[src/core/bbl_params.svh]
// Constants for the boot block lockout host controller.
// Assumes a 200 MHz ref_clk; included by the modules, not by the package.
`ifndef BBL_PARAMS_SVH
`define BBL_PARAMS_SVH

`define BBL_CLK_PERIOD_PS 5000
`define BBL_CMD_PROG_SETUP 8'h40
`define BBL_CMD_ERASE_SETUP 8'h20
`define BBL_CMD_ERASE_CONFIRM 8'hD0
`define BBL_CMD_READ_STATUS 8'h70
`define BBL_CMD_CLEAR_STATUS 8'h50
`define BBL_CMD_READ_ARRAY 8'hFF
`define BBL_SR_RESET 8'h80
`define BBL_SR_READY 7
`define BBL_SR_ERASE_ERR 5
`define BBL_SR_PROG_ERR 4
`define BBL_SR_SUPPLY_LOW 3
`define BBL_OE_HOLD_NS 480
`define BBL_OE_HOLD_CYC ((`BBL_OE_HOLD_NS * 1000 + `BBL_CLK_PERIOD_PS - 1) / `BBL_CLK_PERIOD_PS)
`define BBL_BUS_CYC 16
`define BBL_REG_CTRL 4'h0
`define BBL_REG_ADDR 4'h1
`define BBL_REG_DATA 4'h2
`define BBL_REG_STAT 4'h3
`define BBL_REG_FLASH_SR 4'h4
`define BBL_CTRL_GO 0
`define BBL_CTRL_ERASE 1
`define BBL_CTRL_BOOT 2
`define BBL_CTRL_USE_OE 3
`define BBL_CTRL_CLEAR 4

`endif

[src/core/bbl_pkg.sv]
// Types for the boot block lockout host controller.
// Constants live in bbl_params.svh.
package bbl_pkg;
  typedef struct packed {
    logic [16:0] addr;
    logic [7:0] data;
    logic we;
  } bbl_bus_req_t;

  typedef enum logic [1:0] {
    BBL_UNLOCK_NONE,
    BBL_UNLOCK_PD,
    BBL_UNLOCK_OE
  } bbl_unlock_t;
endpackage

[src/core/bbl_host.sv]
// Host controller that programs or erases flash blocks, boot block too.
// Assumes external level shifters turn the unlock requests into the
// high-voltage level on the powerdown or output-enable pin.
`timescale 1ns/100ps
`include "bbl_params.svh"
module bbl_host
  import bbl_pkg::*;
#(
  parameter int OE_HOLD_CYC = `BBL_OE_HOLD_CYC,
  parameter int BUS_CYC = `BBL_BUS_CYC
) (
  input wire logic ref_clk,
  input wire logic nrst,
  input wire logic [3:0] reg_addr,
  input wire logic [31:0] reg_wdata,
  input wire logic reg_wr,
  input wire logic reg_rd,
  output logic [31:0] reg_rdata,
  output logic [16:0] flash_addr,
  output logic [7:0] flash_dq_out,
  output logic flash_dq_oe,
  input wire logic [7:0] flash_dq_in,
  output logic flash_ce_n,
  output logic flash_we_n,
  output logic flash_oe_n,
  output logic powerdown_pin_n,
  output logic pd_unlock_high_voltage,
  output logic oe_unlock_high_voltage
);
  typedef enum logic [3:0] {
    ST_IDLE,
    ST_PRE_WAIT,
    ST_SETUP,
    ST_SECOND,
    ST_POST_WAIT,
    ST_POLL_CMD,
    ST_POLL_RD,
    ST_CLEAR,
    ST_DONE
  } bbl_state_t;

  bbl_state_t state;
  logic [16:0] tgt_addr;
  logic [7:0] tgt_data;
  logic op_erase;
  logic op_boot;
  logic use_oe;
  logic [7:0] flash_sr;
  logic busy;
  logic err;
  logic blocked;
  logic [15:0] hold_cnt;
  logic bus_start;
  logic bus_done;
  logic [7:0] bus_rdata;
  bbl_bus_req_t bus_req;
  logic oe_strobe_n;
  logic go_wr;
  logic clr_wr;
  logic bus_go;
  logic oe_boot;
  logic hold_met;
  logic poll_done;
  logic clear_done;

  function automatic logic sr_has_error(input logic [7:0] sr);
    sr_has_error = sr[`BBL_SR_SUPPLY_LOW] | sr[`BBL_SR_PROG_ERR]
                 | sr[`BBL_SR_ERASE_ERR];
  endfunction

  // States that own a flash bus cycle
  function automatic logic is_bus_state(input bbl_state_t s);
    is_bus_state = s == ST_SETUP || s == ST_SECOND || s == ST_POLL_CMD
                   || s == ST_POLL_RD || s == ST_CLEAR;
  endfunction

  // States in which output-enable sits at the unlock level
  function automatic logic in_oe_window(input bbl_state_t s);
    in_oe_window = s == ST_PRE_WAIT || s == ST_SETUP || s == ST_SECOND
                   || s == ST_POST_WAIT;
  endfunction

  assign go_wr = reg_wr && reg_addr == `BBL_REG_CTRL
                 && reg_wdata[`BBL_CTRL_GO];
  assign clr_wr = reg_wr && reg_addr == `BBL_REG_CTRL
                  && reg_wdata[`BBL_CTRL_CLEAR];
  assign oe_boot = op_boot && use_oe;
  // Settle wait applies only to boot block work unlocked through OE
  assign hold_met = !oe_boot || hold_cnt >= 16'(OE_HOLD_CYC);
  assign poll_done = state == ST_POLL_RD && bus_done;
  assign clear_done = state == ST_CLEAR && bus_done;

  // Software view, one index per register:
  //   0 control: b0 go, b1 erase, b2 boot block, b3 unlock via OE, b4 clear
  //   1 target address, 2 program data (low byte)
  //   3 status: b0 busy, b1 error seen, b2 new attempts refused
  //   4 last flash status polled, 80H after reset or clear
  // Setup freezes while busy so a running sequence keeps its target
  always_ff @(posedge ref_clk or negedge nrst) begin
    if (!nrst) begin
      tgt_addr <= 17'h00000;
      tgt_data <= 8'h00;
      op_erase <= 1'b0;
      op_boot <= 1'b0;
      use_oe <= 1'b0;
    end else if (reg_wr && !busy) begin
      if (reg_addr == `BBL_REG_ADDR) begin
        tgt_addr <= reg_wdata[16:0];
      end
      if (reg_addr == `BBL_REG_DATA) begin
        tgt_data <= reg_wdata[7:0];
      end
      if (reg_addr == `BBL_REG_CTRL) begin
        op_erase <= reg_wdata[`BBL_CTRL_ERASE];
        op_boot <= reg_wdata[`BBL_CTRL_BOOT];
        use_oe <= reg_wdata[`BBL_CTRL_USE_OE];
      end
    end
  end

  // Read data stands one cycle only and is zero otherwise
  always_ff @(posedge ref_clk or negedge nrst) begin
    if (!nrst) begin
      reg_rdata <= 32'h00000000;
    end else if (reg_rd) begin
      unique case (reg_addr)
        `BBL_REG_ADDR: reg_rdata <= {15'h0000, tgt_addr};
        `BBL_REG_DATA: reg_rdata <= {24'h000000, tgt_data};
        `BBL_REG_CTRL: reg_rdata <= {28'h0000000, use_oe, op_boot,
                                     op_erase, 1'b0};
        `BBL_REG_STAT: reg_rdata <= {29'h00000000, blocked, err, busy};
        `BBL_REG_FLASH_SR: reg_rdata <= {24'h000000, flash_sr};
        default: reg_rdata <= 32'h00000000;
      endcase
    end else begin
      reg_rdata <= 32'h00000000;
    end
  end

  // Sequencer issuing bus cycles
  assign bus_go = is_bus_state(state);
  // Held off in the done cycle so one state never starts two cycles
  assign bus_start = bus_go && !bus_done;

  // Default is the read-status command; the poll states rely on it
  always_comb begin
    bus_req.addr = tgt_addr;
    bus_req.data = `BBL_CMD_READ_STATUS;
    bus_req.we = 1'b1;
    unique case (state)
      ST_SETUP: bus_req.data = op_erase ? `BBL_CMD_ERASE_SETUP
                                        : `BBL_CMD_PROG_SETUP;
      ST_SECOND: bus_req.data = op_erase ? `BBL_CMD_ERASE_CONFIRM
                                         : tgt_data;
      ST_POLL_RD: bus_req.we = 1'b0;
      ST_CLEAR: bus_req.data = `BBL_CMD_CLEAR_STATUS;
      default: bus_req.data = `BBL_CMD_READ_STATUS;
    endcase
  end

  always_ff @(posedge ref_clk or negedge nrst) begin
    if (!nrst) begin
      state <= ST_IDLE;
      hold_cnt <= 16'h0000;
      busy <= 1'b0;
    end else begin
      unique case (state)
        ST_IDLE: begin
          hold_cnt <= 16'h0000;
          if (go_wr && !blocked) begin
            busy <= 1'b1;
            state <= ST_PRE_WAIT;
          end
        end
        ST_PRE_WAIT: begin
          // Unlock is driven here; OE path needs a settle time
          hold_cnt <= hold_cnt + 16'h0001;
          if (hold_met) begin
            hold_cnt <= 16'h0000;
            state <= ST_SETUP;
          end
        end
        ST_SETUP: if (bus_done) state <= ST_SECOND;
        ST_SECOND: if (bus_done) state <= ST_POST_WAIT;
        ST_POST_WAIT: begin
          hold_cnt <= hold_cnt + 16'h0001;
          if (hold_met) begin
            state <= ST_POLL_CMD;
          end
        end
        ST_POLL_CMD: if (bus_done) state <= ST_POLL_RD;
        ST_POLL_RD: begin
          if (bus_done) begin
            if (bus_rdata[`BBL_SR_READY]) begin
              state <= ST_DONE;
            end else begin
              // Still busy: write read-status again and re-read
              state <= ST_POLL_CMD;
            end
          end
        end
        ST_CLEAR: if (bus_done) state <= ST_IDLE;
        ST_DONE: begin
          busy <= 1'b0;
          state <= ST_IDLE;
        end
      endcase
      // Clear outranks GO in one write: status is clean before any retry
      if (clr_wr && state == ST_IDLE) begin
        busy <= 1'b1;
        state <= ST_CLEAR;
      end
      if (clear_done) begin
        busy <= 1'b0;
      end
    end
  end

  // Flash status copy; reflects reset value until first poll
  always_ff @(posedge ref_clk or negedge nrst) begin
    if (!nrst) begin
      flash_sr <= `BBL_SR_RESET;
    end else if (poll_done) begin
      flash_sr <= bus_rdata;
    end else if (clear_done) begin
      flash_sr <= `BBL_SR_RESET;
    end
  end

  // Sticky error: refuses new attempts until clear, lock shows as op error
  always_ff @(posedge ref_clk or negedge nrst) begin
    if (!nrst) begin
      err <= 1'b0;
      blocked <= 1'b0;
    end else if (poll_done && bus_rdata[`BBL_SR_READY]) begin
      err <= sr_has_error(bus_rdata);
      blocked <= sr_has_error(bus_rdata);
    end else if (clear_done) begin
      err <= 1'b0;
      blocked <= 1'b0;
    end
  end

  // PD unlock held from before setup until status confirms completion; OE unlock drops after the post-write wait
  always_ff @(posedge ref_clk or negedge nrst) begin
    if (!nrst) begin
      pd_unlock_high_voltage <= 1'b0;
      oe_unlock_high_voltage <= 1'b0;
    end else begin
      pd_unlock_high_voltage <= op_boot && !use_oe && busy
                                && state != ST_DONE
                                && state != ST_CLEAR;
      oe_unlock_high_voltage <= oe_boot
                                && in_oe_window(state);
    end
  end

  // Powerdown stays inactive once out of reset
  // Deep powerdown is entered only while nrst is low; the pin only follows reset
  always_ff @(posedge ref_clk or negedge nrst) begin
    if (!nrst) begin
      powerdown_pin_n <= 1'b0;
    end else begin
      powerdown_pin_n <= 1'b1;
    end
  end

  // Read strobe blocked while OE is at unlock level
  assign flash_oe_n = oe_strobe_n | oe_unlock_high_voltage;

  bbl_bus_cycle #(
    .BUS_CYC(BUS_CYC)
  ) u_bus (
    .ref_clk(ref_clk),
    .nrst(nrst),
    .start(bus_start),
    .req(bus_req),
    .done(bus_done),
    .rdata(bus_rdata),
    .addr_pin(flash_addr),
    .dq_out(flash_dq_out),
    .dq_oe(flash_dq_oe),
    .dq_in(flash_dq_in),
    .ce_n(flash_ce_n),
    .we_n(flash_we_n),
    .oe_strobe_n(oe_strobe_n)
  );
endmodule // bbl_host

[src/core/bbl_bus_cycle.sv]
// One parallel bus cycle toward the flash: write or read.
// Assumes the flash answers within BUS_CYC clocks; data pins two-way.
`timescale 1ns/100ps
`include "bbl_params.svh"
module bbl_bus_cycle
  import bbl_pkg::*;
#(
  parameter int BUS_CYC = `BBL_BUS_CYC
) (
  input wire logic ref_clk,
  input wire logic nrst,
  input wire logic start,
  input wire bbl_bus_req_t req,
  output logic done,
  output logic [7:0] rdata,
  output logic [16:0] addr_pin,
  output logic [7:0] dq_out,
  output logic dq_oe,
  input wire logic [7:0] dq_in,
  output logic ce_n,
  output logic we_n,
  output logic oe_strobe_n
);
  logic [7:0] cnt;
  logic busy;
  logic is_wr;
  logic [7:0] dq_s1;
  logic [7:0] dq_s2;

  always_ff @(posedge ref_clk or negedge nrst) begin
    if (!nrst) begin
      dq_s1 <= 8'h00;
      dq_s2 <= 8'h00;
    end else begin
      dq_s1 <= dq_in;
      dq_s2 <= dq_s1;
    end
  end

  always_ff @(posedge ref_clk or negedge nrst) begin
    if (!nrst) begin
      busy <= 1'b0;
      cnt <= 8'h00;
      is_wr <= 1'b0;
      addr_pin <= 17'h00000;
      dq_out <= 8'h00;
    end else if (start && !busy) begin
      busy <= 1'b1;
      cnt <= 8'h00;
      is_wr <= req.we;
      addr_pin <= req.addr;
      dq_out <= req.data;
    end else if (busy) begin
      cnt <= cnt + 8'h01;
      if (cnt == 8'(BUS_CYC - 1)) begin
        busy <= 1'b0;
      end
    end
  end

  // Write strobe stays off for the first and last two cycles, read strobe for the first and last one, for setup and hold
  always_ff @(posedge ref_clk or negedge nrst) begin
    if (!nrst) begin
      ce_n <= 1'b1;
      we_n <= 1'b1;
      oe_strobe_n <= 1'b1;
      dq_oe <= 1'b0;
      done <= 1'b0;
      rdata <= 8'h00;
    end else begin
      ce_n <= !(busy && cnt < 8'(BUS_CYC - 1));
      we_n <= !(busy && is_wr && cnt >= 8'h02 && cnt < 8'(BUS_CYC - 2));
      oe_strobe_n <= !(busy && !is_wr && cnt >= 8'h01
                       && cnt < 8'(BUS_CYC - 1));
      dq_oe <= busy && is_wr;
      done <= busy && cnt == 8'(BUS_CYC - 1);
      if (busy && !is_wr && cnt == 8'(BUS_CYC - 2)) begin
        rdata <= dq_s2;
      end
    end
  end
endmodule // bbl_bus_cycle

[config.mk]
export PLATFORM = sky130hd
export DESIGN_NAME = bbl_host
export DESIGN_NICKNAME = d
export VERILOG_FILES = /design/src/core/bbl_pkg.sv /design/src/core/bbl_host.sv /design/src/core/bbl_bus_cycle.sv
export VERILOG_INCLUDE_DIRS = /design/src /design/src/core
export SDC_FILE = /design/constraint.sdc
export NUM_CORES = 1
export LEC_CHECK = 0
export ABC_AREA = 1
export BUFFER_PORTS_ARGS = -buffer_cell sky130_fd_sc_hd__buf_2
export CORE_MARGIN = 5
export CORE_UTILIZATION = 60
export DETAILED_ROUTE_END_ITERATION = 8
export GPL_ROUTABILITY_DRIVEN = 0
export PLACE_DENSITY_LB_ADDON = 0.05
export SYNTH_ARGS = -nofsm -noshare
export SYNTH_HDL_FRONTEND = slang
export SYNTH_HIERARCHICAL = 1
export SYNTH_SLANG_ARGS = --single-unit
[constraint.sdc]
create_clock -name ref_clk -period 3.4 [get_ports ref_clk]
set_input_delay 0.17 -clock ref_clk [delete_from_list [all_inputs] [get_ports ref_clk]]
set_output_delay 0.17 -clock ref_clk [all_outputs]
set_load 0.05 [all_outputs]
# --- After elaboration in Yosys (flattened, before gate mapping) ---
# Cells that the tools add are included.
op_classes:
  magnitude_cmp: 5
  addsub: 2
  eq_ne: 25
  muxes: 32
  n_bitwise: 3
  n_mul: 0
  n_shift: 0
  reduce_logical: 56
  n_div: 0
op_table:
  columns: ["operator", "n"]
  rows:
  - ["$pmux 17 s5", 1]
  - ["$pmux 16 s3", 1]
  - ["$mux 4", 10]
  - ["$mux 8", 5]
  - ["$pmux 4 s9", 1]
  - ["$mux 32", 1]
  - ["$logic_and 1x1->1", 26]
  - ["$pmux 8 s3", 1]
  - ["$eq 4x3->1 const B", 5]
  - ["$add 16x1->16 const B", 1]
  - ["$eq 4x2->1 const B", 4]
  - ["$eq 8x4->1 const B", 2]
  - ["$ge 16x7->1 const B", 1]
  - ["$lt 8x4->1 const B", 2]
  - ["$mux 16", 1]
  - ["$logic_not 1->1", 10]
  - ["$mux 1", 9]
  - ["$ne 3x1->1 const B", 3]
  - ["$ne 3x2->1 const B", 3]
  - ["$add 8x1->8 const B", 1]
  - ["$eq 4x1->1 const B", 2]
  - ["$ge 8x1->1 const B", 1]
  - ["$ge 8x2->1 const B", 1]
  - ["$logic_not 4->1", 2]
  - ["13 further kinds", 29]
totals:
  latch_bits: 0
  elab_cells: 150
  mem_count: 0
  in_bits: 48
  ff_bits: 157
  output_inout_bits: 64
  romBits: 0
  mem_bits_rw: 0

# --- Depth between registers and ports, before layout ---
logic_depth:
  ltp_word: 8
  ltp_mapped: 10
  mapped_depth_nobuf: 9

# --- Modules after synthesis ---
# The synthesis kept the hierarchy.
modules_own_cells:
  columns: ["mod", "area_per_inst_um2", "seq_area_each_um2", "n_inst", "cells_per_inst"]
  rows:
  - ["bbl_host", 4017.6, 1953.1, 1, 514]
  - ["bbl_bus_cycle", 2431.1, 1605.3, 1, 251]

# --- Worst setup path before layout ---
# Ideal clock, no wire load.
synth_timing:
  path_type: "reg2reg"
  startpoint: "register state[0]"
  endpoint: "register u_bus.addr_pin[0]"
  synth_period_minus_slack_ns: 1.450
  setup_slack_ns: 1.950
  t_required_ns: 3.281
  setup_ns: 0.119
  n_path_buf: 1
  stages_incl_launch_ff: 11
  arrival_time_ns: 1.331
  cell_sequence: "dfrtp_1 > nand2_1 > nand2_1 > nand3_1 > inv_1 > inv_1 > nor2_2 > inv_2 > buf_2 > nand2_1 > nand2_1"
synth_between:
  elab_chain_len: 7
  word_cells_on_any_way: 11
  cone_classes: "5 x eq/ne; 6 x reduce/logical"
synth_rtl:
  columns: ["element", "line_no", "text"]
  rows:
  - ["from (decl)", "bbl_host.sv:42", "bbl_state_t state;"]
  - ["from (signal assigned)", "bbl_host.sv:163", "state <= ST_IDLE;"]
  - ["from (signal assigned)", "bbl_host.sv:172", "state <= ST_PRE_WAIT;"]
  - ["from (signal assigned)", "bbl_host.sv:180", "state <= ST_SETUP;"]
  - ["$eq 4x2->1", "bbl_host.sv:73", "is_bus_state = s == ST_SETUP || s == ST_SECOND || s == ST_POLL_CMD"]
  - ["$logic_or 1x1->1 (2 in a row)", "bbl_host.sv:73", null]
  - ["$logic_or 1x1->1", "bbl_host.sv:74", "|| s == ST_POLL_RD || s == ST_CLEAR;"]
  - ["$logic_or 1x1->1 *", "bbl_host.sv:74", null]
  - ["$logic_and 1x1->1 *", "bbl_host.sv:143", "assign bus_start = bus_go && !bus_done;"]
  - ["via bus_start", "bbl_host.sv:53", "logic bus_start;"]
  - ["$logic_and 1x1->1 *", "bbl_bus_cycle.sv:47", "end else if (start && !busy) begin"]
  - ["to (signal assigned)", "bbl_bus_cycle.sv:51", "addr_pin <= req.addr;"]
  - ["to (decl)", "bbl_bus_cycle.sv:16", "output logic [16:0] addr_pin,"]
# The timed path passes the listed nets; every way through them passes the cells marked *.
# A chain may end at the register's enable or synchronous reset.

# --- Worst setup path in the final report ---
layout_timing:
  startpoint: "register state[0]"
  endpoint: "register u_bus.dq_out[3]"
layout_between:
  elab_chain_len: 7
  word_cells_on_any_way: 12
  cone_classes: "5 x eq/ne; 1 x mux; 6 x reduce/logical"
layout_rtl:
  columns: ["element", "line_no", "text"]
  rows:
  - ["$eq 4x2->1", "bbl_host.sv:73", null]
  - ["$logic_or 1x1->1 (2 in a row)", "bbl_host.sv:73", null]
  - ["$logic_or 1x1->1", "bbl_host.sv:74", null]
  - ["$logic_or 1x1->1 *", "bbl_host.sv:74", null]
  - ["$logic_and 1x1->1 *", "bbl_host.sv:143", null]
  - ["via bus_start", "bbl_host.sv:53", null]
  - ["$logic_and 1x1->1 *", "bbl_bus_cycle.sv:47", null]
  - ["to (signal assigned)", "bbl_bus_cycle.sv:52", "dq_out <= req.data;"]
  - ["to (decl)", "bbl_bus_cycle.sv:17", "output logic [7:0] dq_out,"]
# Marked as above.

==> out/metrics.cfg <==
[route]
via_per_inst=5.18
dr_total_vias=5350
drt_iter0_drc=381
wl_per_cell_um=14.5
first_pass_iters=5
drc=0
antenna_left=0
drt_wl_total_um=15000

[finish]
drive_above_1_share_pct=18.3
design_area_um2=7760
final-instance-count-excl-fill=1032
antenna_cells=0
area_growth_syn_to_layout_pct=20.4
fin_nets=937

[global_routing]
grt_pass1_vias=5259
grt_use_total_pct=24.8
grt_max_degree=118
grt_pass1_wl_um=25200
antenna_found_initial=0
gr-total-overflow=0

[worst_hold_path]
whs_endpoint=busy$_DFFE_PN0P_
hold_start=reg_wr
hold_class=in -> reg
hold_depth=5

[die]
core_um2=10400
dieWidth_um=114
die_h_um=114
rows=37
ios=112
die_area_um2=12900
start_util_pct=61.9

[sta]
fmaxAchievable_ghz=0.452
whs_ns=0.171
grt_setup_unrepaired=no
min_period_ns=2.21
skew_ns=0.00630
hold_viol_final=0
finalMaxSlewViolations=0
tightest_slew_ns=1.02
relSlewSlack_pct=31.9
finalSetupTns_ns=0
finalCritPeriodShare_pct=65.0
finalSetupViolCount=0

[worst_setup_path]
end_kind=register
cpLargestDelayFamily=simple AND/OR/NAND/NOR gates
crit_chain=nand2_1, nand2_1, nand3_1, inv_1, inv_1, nor2_2, buf_4, inv_2, nand2_1, nand2_1
cp_slowest_stage_delay_ns=0.44
critical_path_class=reg -> reg
critical_path_required_ns=3.82
path_buf_inv=4
cp_slowest_cell=dfrtp_1
r2r_end=u_bus/dq_out[3]$_DFFE_PN0P_
cpMostUsedCell=nand2_1
cp.arrival_ns=2.63
reg2regPathDepth=10
cp-start-kind=register
critPathMaxFanout=26
r2r-start=state[0]$_DFFE_PN0P_
reg2reg_slack_ns=1.19

[pwr]
p_leak_nw=4.20
finalPower_mw=5.52
power-per-cell-area_nw_per_um2=711
ir_drop_v=0.000576

[yosys]
synth_enable_flop_cells=0
syn-cell-area_um2=6450
synth_common_cells=nand2_1 (222), dfrtp_1 (138), inv_1 (92), nor2_1 (80), nand3_1 (51)
synth_top_area_cell=dfrtp_1
synth_cell_types=33
syn_area_per_cell_um2=8.43
ys_async_sr_fraction_pct=100
syn_inst=765
synth_warnings=6
yosysTopAreaCellShare_pct=53.6
ys_seq_area_share_pct=55.2
ys_top_cells_by_area=dfrtp_1 (54%), nand2_1 (13%), inv_1 (5.4%), nor2_1 (4.7%), nand3_1 (4.0%)
synth_most_common_cell=nand2_1
synth_flop_cell=dfrtp_1
ys_seq_elements=142

[placement]
dp_hpwl_um=9950
io_buffers=81
postPlaceCellArea_um2=6930
dp.cells=973

[cts]
cts_buffers=17
cts_max_level=4
clockBufferDepth=2
clock_sinks=142
postCtsSetupRepairBufs=0
postCtsHoldBufs=27
cts.clk_slew.worst_paths_ns=0.06
root_buffer=clkbuf_8
clock_latency_ns=0.53
cts_tree=built
ctsResizeCount=0

[outcome]
status=complete, no violations

[run]
maxCapViolations=0

-- worst max path at each step --
stage                               from                             to  slack (ns)  depth (start not counted)
floorplan           state[0]$_DFFE_PN0P_  u_bus/addr_pin[0]$_DFFE_PN0P_        1.95                         10
global placement    state[0]$_DFFE_PN0P_       u_bus/cnt[2]$_DFFE_PN0P_        1.33                         10
detailed placement  state[0]$_DFFE_PN0P_       u_bus/cnt[2]$_DFFE_PN0P_        1.22                         10
CTS                 state[0]$_DFFE_PN0P_    u_bus/dq_out[3]$_DFFE_PN0P_        1.18                         10
global route        state[0]$_DFFE_PN0P_       u_bus/cnt[2]$_DFFE_PN0P_        0.99                         10
finish              state[0]$_DFFE_PN0P_    u_bus/dq_out[3]$_DFFE_PN0P_        1.19                         10
-- worst register-to-register path, cell delays in order (launching register included) --
cell     delay [ns]
dfrtp_1        0.44
nand2_1        0.15
nand2_1        0.10
nand3_1        0.15
inv_1          0.10
inv_1          0.07
nor2_2         0.33
buf_4          0.30
inv_2          0.24
nand2_1        0.15
nand2_1        0.07
-- report_power, final --
part	leakage [nW]	internal [mW]	switching [mW]	total, mW
registers	1.82	1.95	0.204	2.15
logic	2.10	0.423	1.20	1.62
clock network	0.278	1.03	0.716	1.75
total	4.20	3.40	2.12	5.52
-- registers in the layout (all words and copies together), names as in the netlist, 4 cells and up --
register        cells
tgt_addr           17
tgt_data            8
u_bus/dq_s2         8
u_bus/dq_out        8
flash_sr            8
u_bus/dq_s1         8
u_bus/rdata         8
u_bus/cnt           8
hold_cnt           16
u_bus/addr_pin     17
state               4
reg_rdata          17
-- per-stage QoR --
stage	worst slack (ns)	util, %
2_1_floorplan	1.95	-
3_3_place_gp	1.33	66.5
3_5_place_dp	1.22	66.5
4_1_cts	1.18	74.5
5_1_grt	0.989	74.5
6_report	1.19	74.5
-- placed cells by master (no fill, tap or decap), drive strengths merged --
cell type    instances
nand2              228
dfrtp              138
inv                108
nor2                91
buf                 85
nand3               60
o21ai               44
dlygate4sd3         27
clkbuf              20
a21oi               16
conb                16
nand4               13
nor3                10
o22ai                7
ha                   6
clkinv               6
xor2                 4
o211ai               4
dfstp                4
clkinvlp             2
nand3b               1
o221ai               1
a22oi                1
or2                  1
a21o                 1
bufinv               1
a31oi                1
-- cell families after synthesis --
| kind of cell | count (synthesis) | synth area share [%] |
|---|---|---|
| xor gates and xnor gates | 4 | 0.543 |
| other | 2 | 0.116 |
| AOI/OAI and AO/OA | 75 | 6.27 |
| and+or+nand+nor | 404 | 27.8 |
| adders and majority gates | 6 | 1.16 |
| buffers and inverters | 132 | 8.96 |
| DFF | 142 | 55.2 |
-- layout make-up --
class / count / area, um^2
clock inverter: 12 / 109
clock buffer: 20 / 455
fill: 788 / 2650
timing repair buffer: 112 / 712
inverter: 105 / 394
multi-input combinational: 505 / 2360
sequential: 142 / 3560
tap: 136 / 170
-- per-layer routing --
metal	global-route usage [%]	vias to the layer above	share of wire, %
met5	0	-	0
met4	9.13	0	2.2
met3	6.53	31	6.3
met2	41.1	171	50
met1	31.5	2542	42
li1	-	2606	-
Power figures use the tool's default switching activity.
